## config.mk

```make
export PLATFORM = sky130hd
export DESIGN_NAME = cac_top
export DESIGN_NICKNAME = d
export VERILOG_FILES = /design/src/common/cac_pkg.sv /design/src/rtl/cac_ahb_slave.sv /design/src/rtl/cac_top.sv
export SDC_FILE = /design/constraint.sdc
export NUM_CORES = 1
export LEC_CHECK = 0
export BUFFER_PORTS_ARGS = -buffer_cell sky130_fd_sc_hd__buf_2
export CORE_ASPECT_RATIO = 0.8
export CORE_UTILIZATION = 37
export CTS_BUF_LIST = sky130_fd_sc_hd__clkbuf_8
export DETAILED_ROUTE_END_ITERATION = 10
export PLACE_DENSITY = 0.69
export SLEW_MARGIN = 20
export SYNTH_ARGS = -nofsm -noshare
export SYNTH_HDL_FRONTEND = slang
export SYNTH_SLANG_ARGS = --single-unit
```

## constraint.sdc

```tcl
create_clock -name sys_clk_i -period 2.4 [get_ports sys_clk_i]
set_input_delay 0.36 -clock sys_clk_i [delete_from_list [all_inputs] [get_ports sys_clk_i]]
set_output_delay 0.36 -clock sys_clk_i [all_outputs]
set_load 0.02 [all_outputs]
```

## src/common/cac_pkg.sv

```systemverilog
// Purpose: Shared constants for the counter array control and status block.
// Assumes: 32-bit AHB-Lite register bus, one aligned word per register.
// Notes:   Offsets, field positions and reset values live only here.
package cac_pkg;

  // Register byte offsets (low address byte only; hsel qualifies the rest)
  localparam logic [7:0] CTRL_OFS = 8'h00;  // Run bit and sticky event flags
  localparam logic [7:0] MASK_OFS = 8'h04;  // Interrupt enables, same layout
  localparam logic [7:0] EVT_OFS  = 8'h08;  // Interrupt status, write one to clear

  // Field positions inside each 8-bit register
  localparam int OVF_BIT = 7;  // Counter overflow flag
  localparam int RUN_BIT = 6;  // Counter run control
  localparam int MOD_MSB = 5;  // Highest module flag
  localparam int MOD_LSB = 0;  // Lowest module flag
  localparam int NUM_MOD = 6;  // Capture/compare modules
  localparam int REG_W   = 8;  // Register width

  // Reset values
  localparam logic [7:0] CTRL_RST = 8'h00;  // Stopped, no flags
  localparam logic [7:0] MASK_RST = 8'h00;  // All interrupts disabled
  localparam logic [7:0] EVT_RST  = 8'h00;  // No pending events

  // Bits that actually exist in the interrupt status and mask registers
  localparam logic [7:0] EVT_VALID = 8'hBF;

  // AHB-Lite encodings
  localparam logic [1:0] HTRANS_NONSEQ = 2'h2;
  localparam logic [1:0] HTRANS_SEQ    = 2'h3;
  localparam logic [2:0] HSIZE_WORD    = 3'h2;
  localparam logic       HRESP_OKAY    = 1'b0;

  // Address match on the low byte, shared by read and write decode
  function automatic logic reg_hit(input logic [7:0] addr, input logic [7:0] ofs);
    reg_hit = (addr == ofs);
  endfunction

endpackage

```

## src/rtl/cac_ahb_slave.sv

```systemverilog
// Purpose: AHB-Lite slave front end, turns bus transfers into register strobes.
// Assumes: Single word transfers; slave never inserts wait states.
// Notes:   Write strobe fires at the end of the data phase with hwdata.
`timescale 1ns/100ps
module cac_ahb_slave (
  input  wire logic        sys_clk_i,   // System clock
  input  wire logic        rst_i,       // Asynchronous reset, active high
  input  wire logic        hsel_i,      // Slave select
  input  wire logic [31:0] haddr_i,     // Byte address
  input  wire logic [1:0]  htrans_i,    // Transfer type
  input  wire logic        hwrite_i,    // Write when high
  input  wire logic [2:0]  hsize_i,     // Transfer size
  input  wire logic        hready_i,    // Bus ready
  input  wire logic [31:0] hwdata_i,    // Write data
  output logic             hreadyout_o, // Always ready after reset
  output logic             rd_en_o,     // Address phase of a read, combinational
  output logic [7:0]       rd_addr_o,   // Read offset, combinational
  output logic             wr_en_o,     // One-cycle write strobe
  output logic [7:0]       wr_addr_o,   // Write offset
  output logic [7:0]       wr_data_o    // Write data, low byte
);

  logic       valid_xfer;    // Accepted address phase
  logic       wr_pend_reg;   // Write data phase in progress
  logic [7:0] wr_addr_reg;   // Offset latched at the address phase

  // A transfer is taken only when the previous one has finished
  assign valid_xfer = hsel_i && hready_i &&
                      ((htrans_i == cac_pkg::HTRANS_NONSEQ) ||
                       (htrans_i == cac_pkg::HTRANS_SEQ));

  // Reads are served from the address phase so data stands in the data phase
  assign rd_en_o   = valid_xfer && !hwrite_i;
  assign rd_addr_o = haddr_i[7:0];

  // Latch a word write; other sizes are ignored but still answered OKAY
  always_ff @(posedge sys_clk_i or posedge rst_i) begin
    if (rst_i) begin
      wr_pend_reg <= 1'b0;
      wr_addr_reg <= 8'h00;
    end else if (hready_i) begin
      wr_pend_reg <= valid_xfer && hwrite_i && (hsize_i == cac_pkg::HSIZE_WORD);
      wr_addr_reg <= haddr_i[7:0];
    end
  end

  // No wait states: hreadyout stays high, held in a flop so reset is clean
  always_ff @(posedge sys_clk_i or posedge rst_i) begin
    if (rst_i) begin
      hreadyout_o <= 1'b0;
    end else begin
      hreadyout_o <= 1'b1;
    end
  end

  // Data phase lasts exactly one cycle since the slave is always ready
  assign wr_en_o   = wr_pend_reg;
  assign wr_addr_o = wr_addr_reg;
  assign wr_data_o = hwdata_i[7:0];

endmodule // cac_ahb_slave

```

## src/rtl/cac_top.sv

```systemverilog
// Purpose: Run control and sticky event flags of a counter array, with interrupts.
// Assumes: Counter wrap and module events arrive as one-cycle pulses on sys_clk_i.
// Notes:   The counter and module datapaths live outside; this block gates and flags.
//
// Functional notes
// RULE1: Control bit 6 runs or halts counter.
// RULE2: Module flags bits 5..1 set on event.
// RULE3: Enabled module flag raises shared module request.
// RULE4: Hardware never clears flags; software must.
// RULE5: Overflow flag has own request, software-cleared.
// RULE6: Counter wrap to zero sets bit 7.
// RULE7: Module zero flag sits in bit 0.
// RULE8: Writing zero clears flag; set wins.
//
// Register access over AHB-Lite and the register addresses were chosen for this implementation.
`timescale 1ns/100ps
module cac_top (
  input  wire logic        sys_clk_i,       // System clock, 100 MHz
  input  wire logic        rst_i,           // Asynchronous reset, active high
  input  wire logic        hsel_i,          // AHB slave select
  input  wire logic [31:0] haddr_i,         // AHB address
  input  wire logic [1:0]  htrans_i,        // AHB transfer type
  input  wire logic        hwrite_i,        // AHB write
  input  wire logic [2:0]  hsize_i,         // AHB size
  input  wire logic        hready_i,        // AHB ready in
  input  wire logic [31:0] hwdata_i,        // AHB write data
  output logic [31:0]      hrdata_o,        // AHB read data
  output logic             hreadyout_o,     // AHB ready out
  output logic             hresp_o,         // AHB response, always OKAY
  input  wire logic        count_wrap_i,    // Counter passed 0xFFFF to 0x0000
  input  wire logic [5:0]  module_event_i,  // Match or capture per module
  output logic             counter_run_o,   // Counter enable
  output logic             ovf_req_o,       // Overflow service request
  output logic             module_req_o,    // Shared module service request
  output logic             irq_o            // Combined level interrupt
);

  // Bus strobes from the slave front end
  logic       rd_en;        // Read address phase
  logic [7:0] rd_addr;      // Read offset
  logic       wr_en;        // Write data phase end
  logic [7:0] wr_addr;      // Write offset
  logic [7:0] wr_data;      // Write data byte

  // Register state
  logic                     run_reg;       // Counter run control
  logic                     ovf_reg;       // Counter overflow flag
  logic [5:0]               mod_reg;       // Module event flags, bit n is module n
  logic [7:0]               mask_reg;      // Interrupt enables
  logic [7:0]               evt_reg;       // Interrupt status, sticky
  logic                     ovf_next;      // Next overflow flag
  logic [5:0]               mod_next;      // Next module flags
  logic [7:0]               evt_next;      // Next interrupt status
  logic [7:0]               ctrl_view;     // Control register as read
  logic [7:0]               raise;         // Hardware set events in status layout
  logic                     wr_ctrl;       // Write to control register
  logic                     wr_mask;       // Write to mask register
  logic                     wr_evt;        // Write to status register

  // Bus front end; it keeps the protocol, this module keeps the registers
  cac_ahb_slave u_bus (
    .sys_clk_i   (sys_clk_i),
    .rst_i       (rst_i),
    .hsel_i      (hsel_i),
    .haddr_i     (haddr_i),
    .htrans_i    (htrans_i),
    .hwrite_i    (hwrite_i),
    .hsize_i     (hsize_i),
    .hready_i    (hready_i),
    .hwdata_i    (hwdata_i),
    .hreadyout_o (hreadyout_o),
    .rd_en_o     (rd_en),
    .rd_addr_o   (rd_addr),
    .wr_en_o     (wr_en),
    .wr_addr_o   (wr_addr),
    .wr_data_o   (wr_data)
  );

  // Write decode, shared match function keeps read and write maps identical
  assign wr_ctrl = wr_en && cac_pkg::reg_hit(wr_addr, cac_pkg::CTRL_OFS);
  assign wr_mask = wr_en && cac_pkg::reg_hit(wr_addr, cac_pkg::MASK_OFS);
  assign wr_evt  = wr_en && cac_pkg::reg_hit(wr_addr, cac_pkg::EVT_OFS);

  // Control register as software sees it
  always_comb begin
    ctrl_view                                    = cac_pkg::CTRL_RST;
    ctrl_view[cac_pkg::OVF_BIT]                  = ovf_reg;
    ctrl_view[cac_pkg::RUN_BIT]                  = run_reg;
    ctrl_view[cac_pkg::MOD_MSB:cac_pkg::MOD_LSB] = mod_reg;
  end

  // Hardware events mapped onto the control layout
  always_comb begin
    raise                                    = 8'h00;
    raise[cac_pkg::OVF_BIT]                  = count_wrap_i;    // [RULE6]
    raise[cac_pkg::MOD_MSB:cac_pkg::MOD_LSB] = module_event_i;  // [RULE2] [RULE7]
  end

  // Flag next state: a written zero clears, a written one keeps, events set.
  // Nothing else clears a flag, so a taken interrupt leaves it for software.
  always_comb begin
    ovf_next = ovf_reg;
    mod_next = mod_reg;
    if (wr_ctrl) begin
      // Write-zero clear only; a one never sets a flag from software
      ovf_next = ovf_reg & wr_data[cac_pkg::OVF_BIT];                    // [RULE8] [RULE5]
      mod_next = mod_reg & wr_data[cac_pkg::MOD_MSB:cac_pkg::MOD_LSB];   // [RULE8] [RULE4]
    end
    // Set is applied last so an event in the clearing cycle is not lost
    ovf_next = ovf_next | raise[cac_pkg::OVF_BIT];                     // [RULE6] [RULE8]
    mod_next = mod_next | raise[cac_pkg::MOD_MSB:cac_pkg::MOD_LSB];    // [RULE2] [RULE7] [RULE8]
  end

  // Run control is a plain read/write bit
  always_ff @(posedge sys_clk_i or posedge rst_i) begin
    if (rst_i) begin
      run_reg <= cac_pkg::CTRL_RST[cac_pkg::RUN_BIT];
    end else if (wr_ctrl) begin
      run_reg <= wr_data[cac_pkg::RUN_BIT];  // [RULE1]
    end
  end

  // Sticky flags; only a software write of zero removes them
  always_ff @(posedge sys_clk_i or posedge rst_i) begin
    if (rst_i) begin
      ovf_reg <= cac_pkg::CTRL_RST[cac_pkg::OVF_BIT];
      mod_reg <= cac_pkg::CTRL_RST[cac_pkg::MOD_MSB:cac_pkg::MOD_LSB];
    end else begin
      ovf_reg <= ovf_next;  // [RULE4] [RULE5]
      mod_reg <= mod_next;  // [RULE4]
    end
  end

  // Interrupt enables; bit 6 has no event behind it and stays zero
  always_ff @(posedge sys_clk_i or posedge rst_i) begin
    if (rst_i) begin
      mask_reg <= cac_pkg::MASK_RST;
    end else if (wr_mask) begin
      mask_reg <= wr_data & cac_pkg::EVT_VALID;
    end
  end

  // Interrupt status: set by each event, cleared by writing one.
  // Set wins over the clear in the same cycle.
  always_comb begin
    evt_next = evt_reg;
    if (wr_evt) begin
      evt_next = evt_reg & ~wr_data;
    end
    evt_next = (evt_next | raise) & cac_pkg::EVT_VALID;
  end

  // Status register flop
  always_ff @(posedge sys_clk_i or posedge rst_i) begin
    if (rst_i) begin
      evt_reg <= cac_pkg::EVT_RST;
    end else begin
      evt_reg <= evt_next;
    end
  end

  // Service requests follow the sticky flags, so a request stays up until
  // software clears the flag; registered for clean outputs, one cycle late.
  always_ff @(posedge sys_clk_i or posedge rst_i) begin
    if (rst_i) begin
      ovf_req_o    <= 1'b0;
      module_req_o <= 1'b0;
      irq_o        <= 1'b0;
    end else begin
      ovf_req_o    <= ovf_reg & mask_reg[cac_pkg::OVF_BIT];  // [RULE5]
      module_req_o <= |(mod_reg &
                        mask_reg[cac_pkg::MOD_MSB:cac_pkg::MOD_LSB]);  // [RULE3]
      irq_o        <= |(evt_reg & mask_reg);
    end
  end

  // Counter enable drives the external counter from the run bit through one flop, a cycle late
  always_ff @(posedge sys_clk_i or posedge rst_i) begin
    if (rst_i) begin
      counter_run_o <= 1'b0;
    end else begin
      counter_run_o <= run_reg;  // [RULE1]
    end
  end

  // Read data captured in the address phase; unmapped offsets read zero.
  // A read right after a write to the same register returns the old value.
  always_ff @(posedge sys_clk_i or posedge rst_i) begin
    if (rst_i) begin
      hrdata_o <= 32'h0000_0000;
    end else if (rd_en) begin
      if (cac_pkg::reg_hit(rd_addr, cac_pkg::CTRL_OFS)) begin
        hrdata_o <= {24'h00_0000, ctrl_view};
      end else if (cac_pkg::reg_hit(rd_addr, cac_pkg::MASK_OFS)) begin
        hrdata_o <= {24'h00_0000, mask_reg};
      end else if (cac_pkg::reg_hit(rd_addr, cac_pkg::EVT_OFS)) begin
        hrdata_o <= {24'h00_0000, evt_reg};
      end else begin
        hrdata_o <= 32'h0000_0000;
      end
    end
  end

  // Every transfer completes OKAY
  always_ff @(posedge sys_clk_i or posedge rst_i) begin
    if (rst_i) begin
      hresp_o <= cac_pkg::HRESP_OKAY;
    end else begin
      hresp_o <= cac_pkg::HRESP_OKAY;
    end
  end

endmodule // cac_top

```

---- Word-level counts from Yosys, hierarchy flattened ----
Index checks and enable logic that the tools add are counted.
storage, ports and cells
  flip-flop bits (word level) ............. 68
  input bits .............................. 81
  output and inout port bits .............. 38
  logic and storage cells ................. 50
cells by class
  reductions and logical operators ........ 14
  mux-type cells .......................... 6
  bitwise gates (word level) .............. 10
  eq/ne operators ......................... 7
operator list
  cell                  number
  $mux W8               4
  $and A8 B8 Y8         2
  $eq A8 B3 Y1 const B  2
  $eq A8 B4 Y1 const B  2
  $logic_not A8 Y1      2
  $and A6 B6 Y6         2
  $logic_and A1 B1 Y1   8
  $not A8 Y8            1
  $or A8 B8 Y8          1
  $reduce_or A8 Y1      1
  $mux W6               1
  $or A6 B6 Y6          1
  $reduce_or A6 Y1      1
  $eq A2 B2 Y1 const B  2
  $eq A3 B2 Y1 const B  1
  $and A1 B1 Y1         2
  $logic_not A1 Y1      1
  $logic_or A1 B1 Y1    1
  $mux W1               1
  $or A1 B1 Y1          1

---- Logic depth before layout (Yosys ltp) ----
  depth in word-level cells ............... 5
  mapped depth ............................ 4

---- Modules after synthesis ----
From an unflattened synthesis, not the netlist that was laid out.
unflattened totals
  cells, all modules ...................... 210
  area, all modules ....................... 2,318.5 um^2
by module, submodules not included
  module         area each (um^2)  times used  cells each  seq. area each (um^2)
  cac_top        1,775.5           1           168         850.8
  cac_ahb_slave  543.0             1           42          250.2

---- Least setup slack after synthesis ----
Ideal clock, no wire load.
  path type ............................... register -> register
  from .................................... register u_bus.wr_addr_reg[6], in the netlist u_bus.wr_addr_o[6]
  to ...................................... register run_reg
  slack ................................... 0.647 ns
  cell stages (with the launch flop) ...... 5
  period minus slack after synthesis ...... 1.753 ns
  arrival time ............................ 1.628 ns
  setup time .............................. 0.125 ns
  data required time ...................... 2.275 ns
  path through ............................ dfrtp_1 or4_4 buf_6 nor3_4 mux2_4
on the way
  longest elaborated chain between the ends .. 2
ends and longest elaborated chain
  item                    RTL line             RTL
  start, declared         cac_ahb_slave.sv:25  logic [7:0] wr_addr_reg;
  start signal, assigned  cac_ahb_slave.sv:43  wr_addr_reg <= haddr_i[7:0];
  $logic_not A8 Y1        cac_pkg.sv:35        reg_hit = (addr == ofs);
  $logic_and A1 B1 Y1     cac_top.sv:80        assign wr_ctrl = wr_en && cac_pkg::reg_hit(wr_addr, cac_pkg::CTRL_OFS);
  end signal, assigned    cac_top.sv:117       run_reg <= cac_pkg::CTRL_RST[cac_pkg::RUN_BIT];
  end signal, assigned    cac_top.sv:119       run_reg <= wr_data[cac_pkg::RUN_BIT];
  end, declared           cac_top.sv:46        logic run_reg;
Every way passes these cells.
A chain may end at the register's enable or synchronous reset.

---- Final worst setup path ----
  from .................................... register u_bus.wr_addr_reg[4], in the netlist u_bus.wr_addr_o[4]
  to ...................................... register run_reg
The elaborated chain is that of the path after synthesis.

==> flow_metrics.tcl <==
set metrics [dict create \
    outcome "finished, final reports clean" \
    path_buf_inv 0 \
    arrival_ns 2.10 \
    power.leakage_nw 1.16 \
    setup_slack_ns 0.488 \
    setup_viol 0 \
    worst_setup_path_start_kind "register" \
    synth.top_cell.area_share 0.509 \
    cp_max_fo 8 \
    numCtsBuffers 5 \
    whs_ns 0.0892 \
    grt_max_degree 23 \
    grt_antenna_before_repair 0 \
    synth_area_leaders "dfrtp_1, buf_4, mux2_2" \
    synth_warnings 0 \
    ys_ff_latch 44 \
    die_h_um 70.4 \
    grtUsageTotal 0.167 \
    synth_most_common_cell "dfrtp_1" \
    slew-limit-headroom 0.622 \
    areaGrowthSynthToFinish_pct 14.3 \
    seqPwrFrac 0.556 \
    skew_ns 0.00889 \
    clock_tree.buffer_depth 2 \
    clkTransAtPathRegs_ns 0.08 \
    min_period_ns 1.91 \
    slowest_delay_ns 0.73 \
    p_comb_frac 0.118 \
    syn_inst 197 \
    p_int_w 0.00105 \
    dpl.hpwl_um 3340 \
    avgRoutedWirePerCell_um 13.9 \
    cts-htree-levels 2 \
    num-nets-final 327 \
    rsz0062_at_grt "false" \
    ir_worst_vdd_v 0.000263 \
    cts_resized 0 \
    switching_share 0.260 \
    synth_top_cell_by_area "dfrtp_1" \
    seq_area_frac_synth 0.509 \
    drc 0 \
    nFillCells 556 \
    first_pass_iters 4 \
    worstPathCellList "or4b_1 > nor3_4 > mux2_4" \
    pre_cts_slack_ns 0.494 \
    ios 119 \
    grt_pass1_wl_um 7760 \
    fp-row-count 24 \
    cp.required_ns 2.59 \
    clock.fmax_ghz 0.523 \
    cp_top_family "simple AND/OR/NAND/NOR gates" \
    synth_flop_cell "dfrtp_1" \
    post-route-util 0.445 \
    path_class "reg2reg" \
    cts_tree "yes" \
    async_reset_ff_frac 1.00 \
    clock_sinks 44 \
    cts-hold-fix-buffers 0 \
    clk_latency_ns 0.30 \
    final_antenna_net_count 0 \
    timing.max_cap.violations 0 \
    initial_core_util 0.389 \
    netlist_top_cells_count "dfrtp_1, buf_4, mux2_2" \
    hold_class "in2async" \
    netlist_area_mm2 0.00216 \
    portBuffers 44 \
    grt_pass1_vias 1607 \
    globalRouteOverflowTotal 0 \
    power.density_mw_per_mm2 577 \
    synth.avg_cell_area_um2 11.0 \
    hold_viol_final 0 \
    power.switching_w 0.000371 \
    power_frac_clock 0.326 \
    wl_um 4520 \
    maxSlewViolCount 0 \
    timing.final.crit_share 0.797 \
    vias 1573 \
    cp_slowest_cell "or4b_1" \
    tns_ns 0 \
    initialDrtViolationCount 87 \
    clk_root_buffer_cell "clkbuf_8" \
    synth-edff-count 0 \
    routabilityCongestion 0.744 \
    vias_per_cell 4.84 \
    worst_setup_path_end_kind "register" \
    post_cts_buffers 0 \
    drive_gt1_frac 0.304 \
    core_mm2 0.00556 \
    die_width_um 87.5 \
    die_area_mm2 0.00616 \
    tightest_slew_ns 0.562 \
    diodes 0 \
    ys_types 35 \
]
## power by group through the flow
stage	registers, W	clock network (W)	logic, W
floorplan	0.000800	0	0.000145
global placement	0.000805	0	0.000166
detailed placement	0.000807	0	0.000169
CTS	0.000792	0.000480	0.000169
global route	0.000798	0.000506	0.000186
finish	0.000792	0.000465	0.000168
## layout make-up
cell class / count / area, µm² / area share
timing repair buffer: 49 / 258 / 0.104
multi-input combinational: 137 / 892 / 0.361
clock buffer: 6 / 82.6 / 0.0334
inverter: 9 / 33.8 / 0.0137
clock inverter: 2 / 7.51 / 0.00304
sequential: 44 / 1100 / 0.445
tap: 78 / 97.6 / 0.0395
## worst reg2reg max path, cell delays in order (launching register included)
cell	delay, ns
dfrtp_1	0.41
or4b_1	0.73
nor3_4	0.33
mux2_4	0.34
## placed cells by master, fill, tap and decap left out, types with 6 or more instances in the layout
cell,instances
dfrtp_1,44
buf_2,44
conb_1,26
mux2_2,15
nor2_1,14
inv_1,10
nand2_1,9
a21oi_1,7
nor3_1,7
o21bai_1,7
nand2b_1,7
nor2b_1,7
o22ai_1,7
a32o_1,7
clkbuf_8,6
## routing by layer
layer	part of all wire	wire, µm	global-route usage	vias to the layer above
li1	-	-	-	746
met1	0.47	2130	0.235	768
met2	0.46	2070	0.253	55
met3	0.061	276	0.0437	4
met4	0.010	46	0.0492	0
met5	0	0	0	-
## metrics by stage
| step | instances | power [W] | cell area (µm²) |
|---|---|---|---|
| final | 325 | 0.00143 | 2470 |
| after global routing | 325 | 0.00149 | 2470 |
| after CTS | 325 | 0.00144 | 2470 |
| after detailed placement | 317 | 0.000976 | 2380 |
| after global placement | 317 | 0.000971 | 2380 |
| after floorplan | 221 | 0.000946 | 2250 |
## cell families (layout without fill, tap and decap cells)
| family | count (synthesis) | after routing | share of synthesized area |
|---|---|---|---|
| AO/OA/AOI/OAI | 36 | 36 | 0.121 |
| buffers and inverters | 40 | 66 | 0.120 |
| flip-flops | 44 | 44 | 0.509 |
| multiplexers | 16 | 16 | 0.0850 |
| other | 2 | 26 | 0.00347 |
| AND/OR/NAND/NOR | 59 | 59 | 0.161 |
## final timing paths
| kind | end | slack (ns) | start | cells past startpoint |
|---|---|---|---|---|
| max | run_reg$_DFFE_PP0N_ | 0.49 | u_bus.wr_addr_o[4]$_DFFE_PP0P_ | 3 |
| min | run_reg$_DFFE_PP0N_ | 0.09 | rst_i | 3 |
| max reg2reg | run_reg$_DFFE_PP0N_ | 0.49 | u_bus.wr_addr_o[4]$_DFFE_PP0P_ | 3 |
| min reg2reg | counter_run_o$_DFF_PP0_ | 0.42 | run_reg$_DFFE_PP0N_ | 0 |
| max in group asynchronous | hrdata_o[4]$_DFFE_PP0P_ | 2.07 | rst_i | 3 |
| min in group sys_clk_i | evt_reg[1]$_DFF_PP0_ | 0.29 | module_event_i[1] | 2 |
Power figures use the tool's default switching activity.
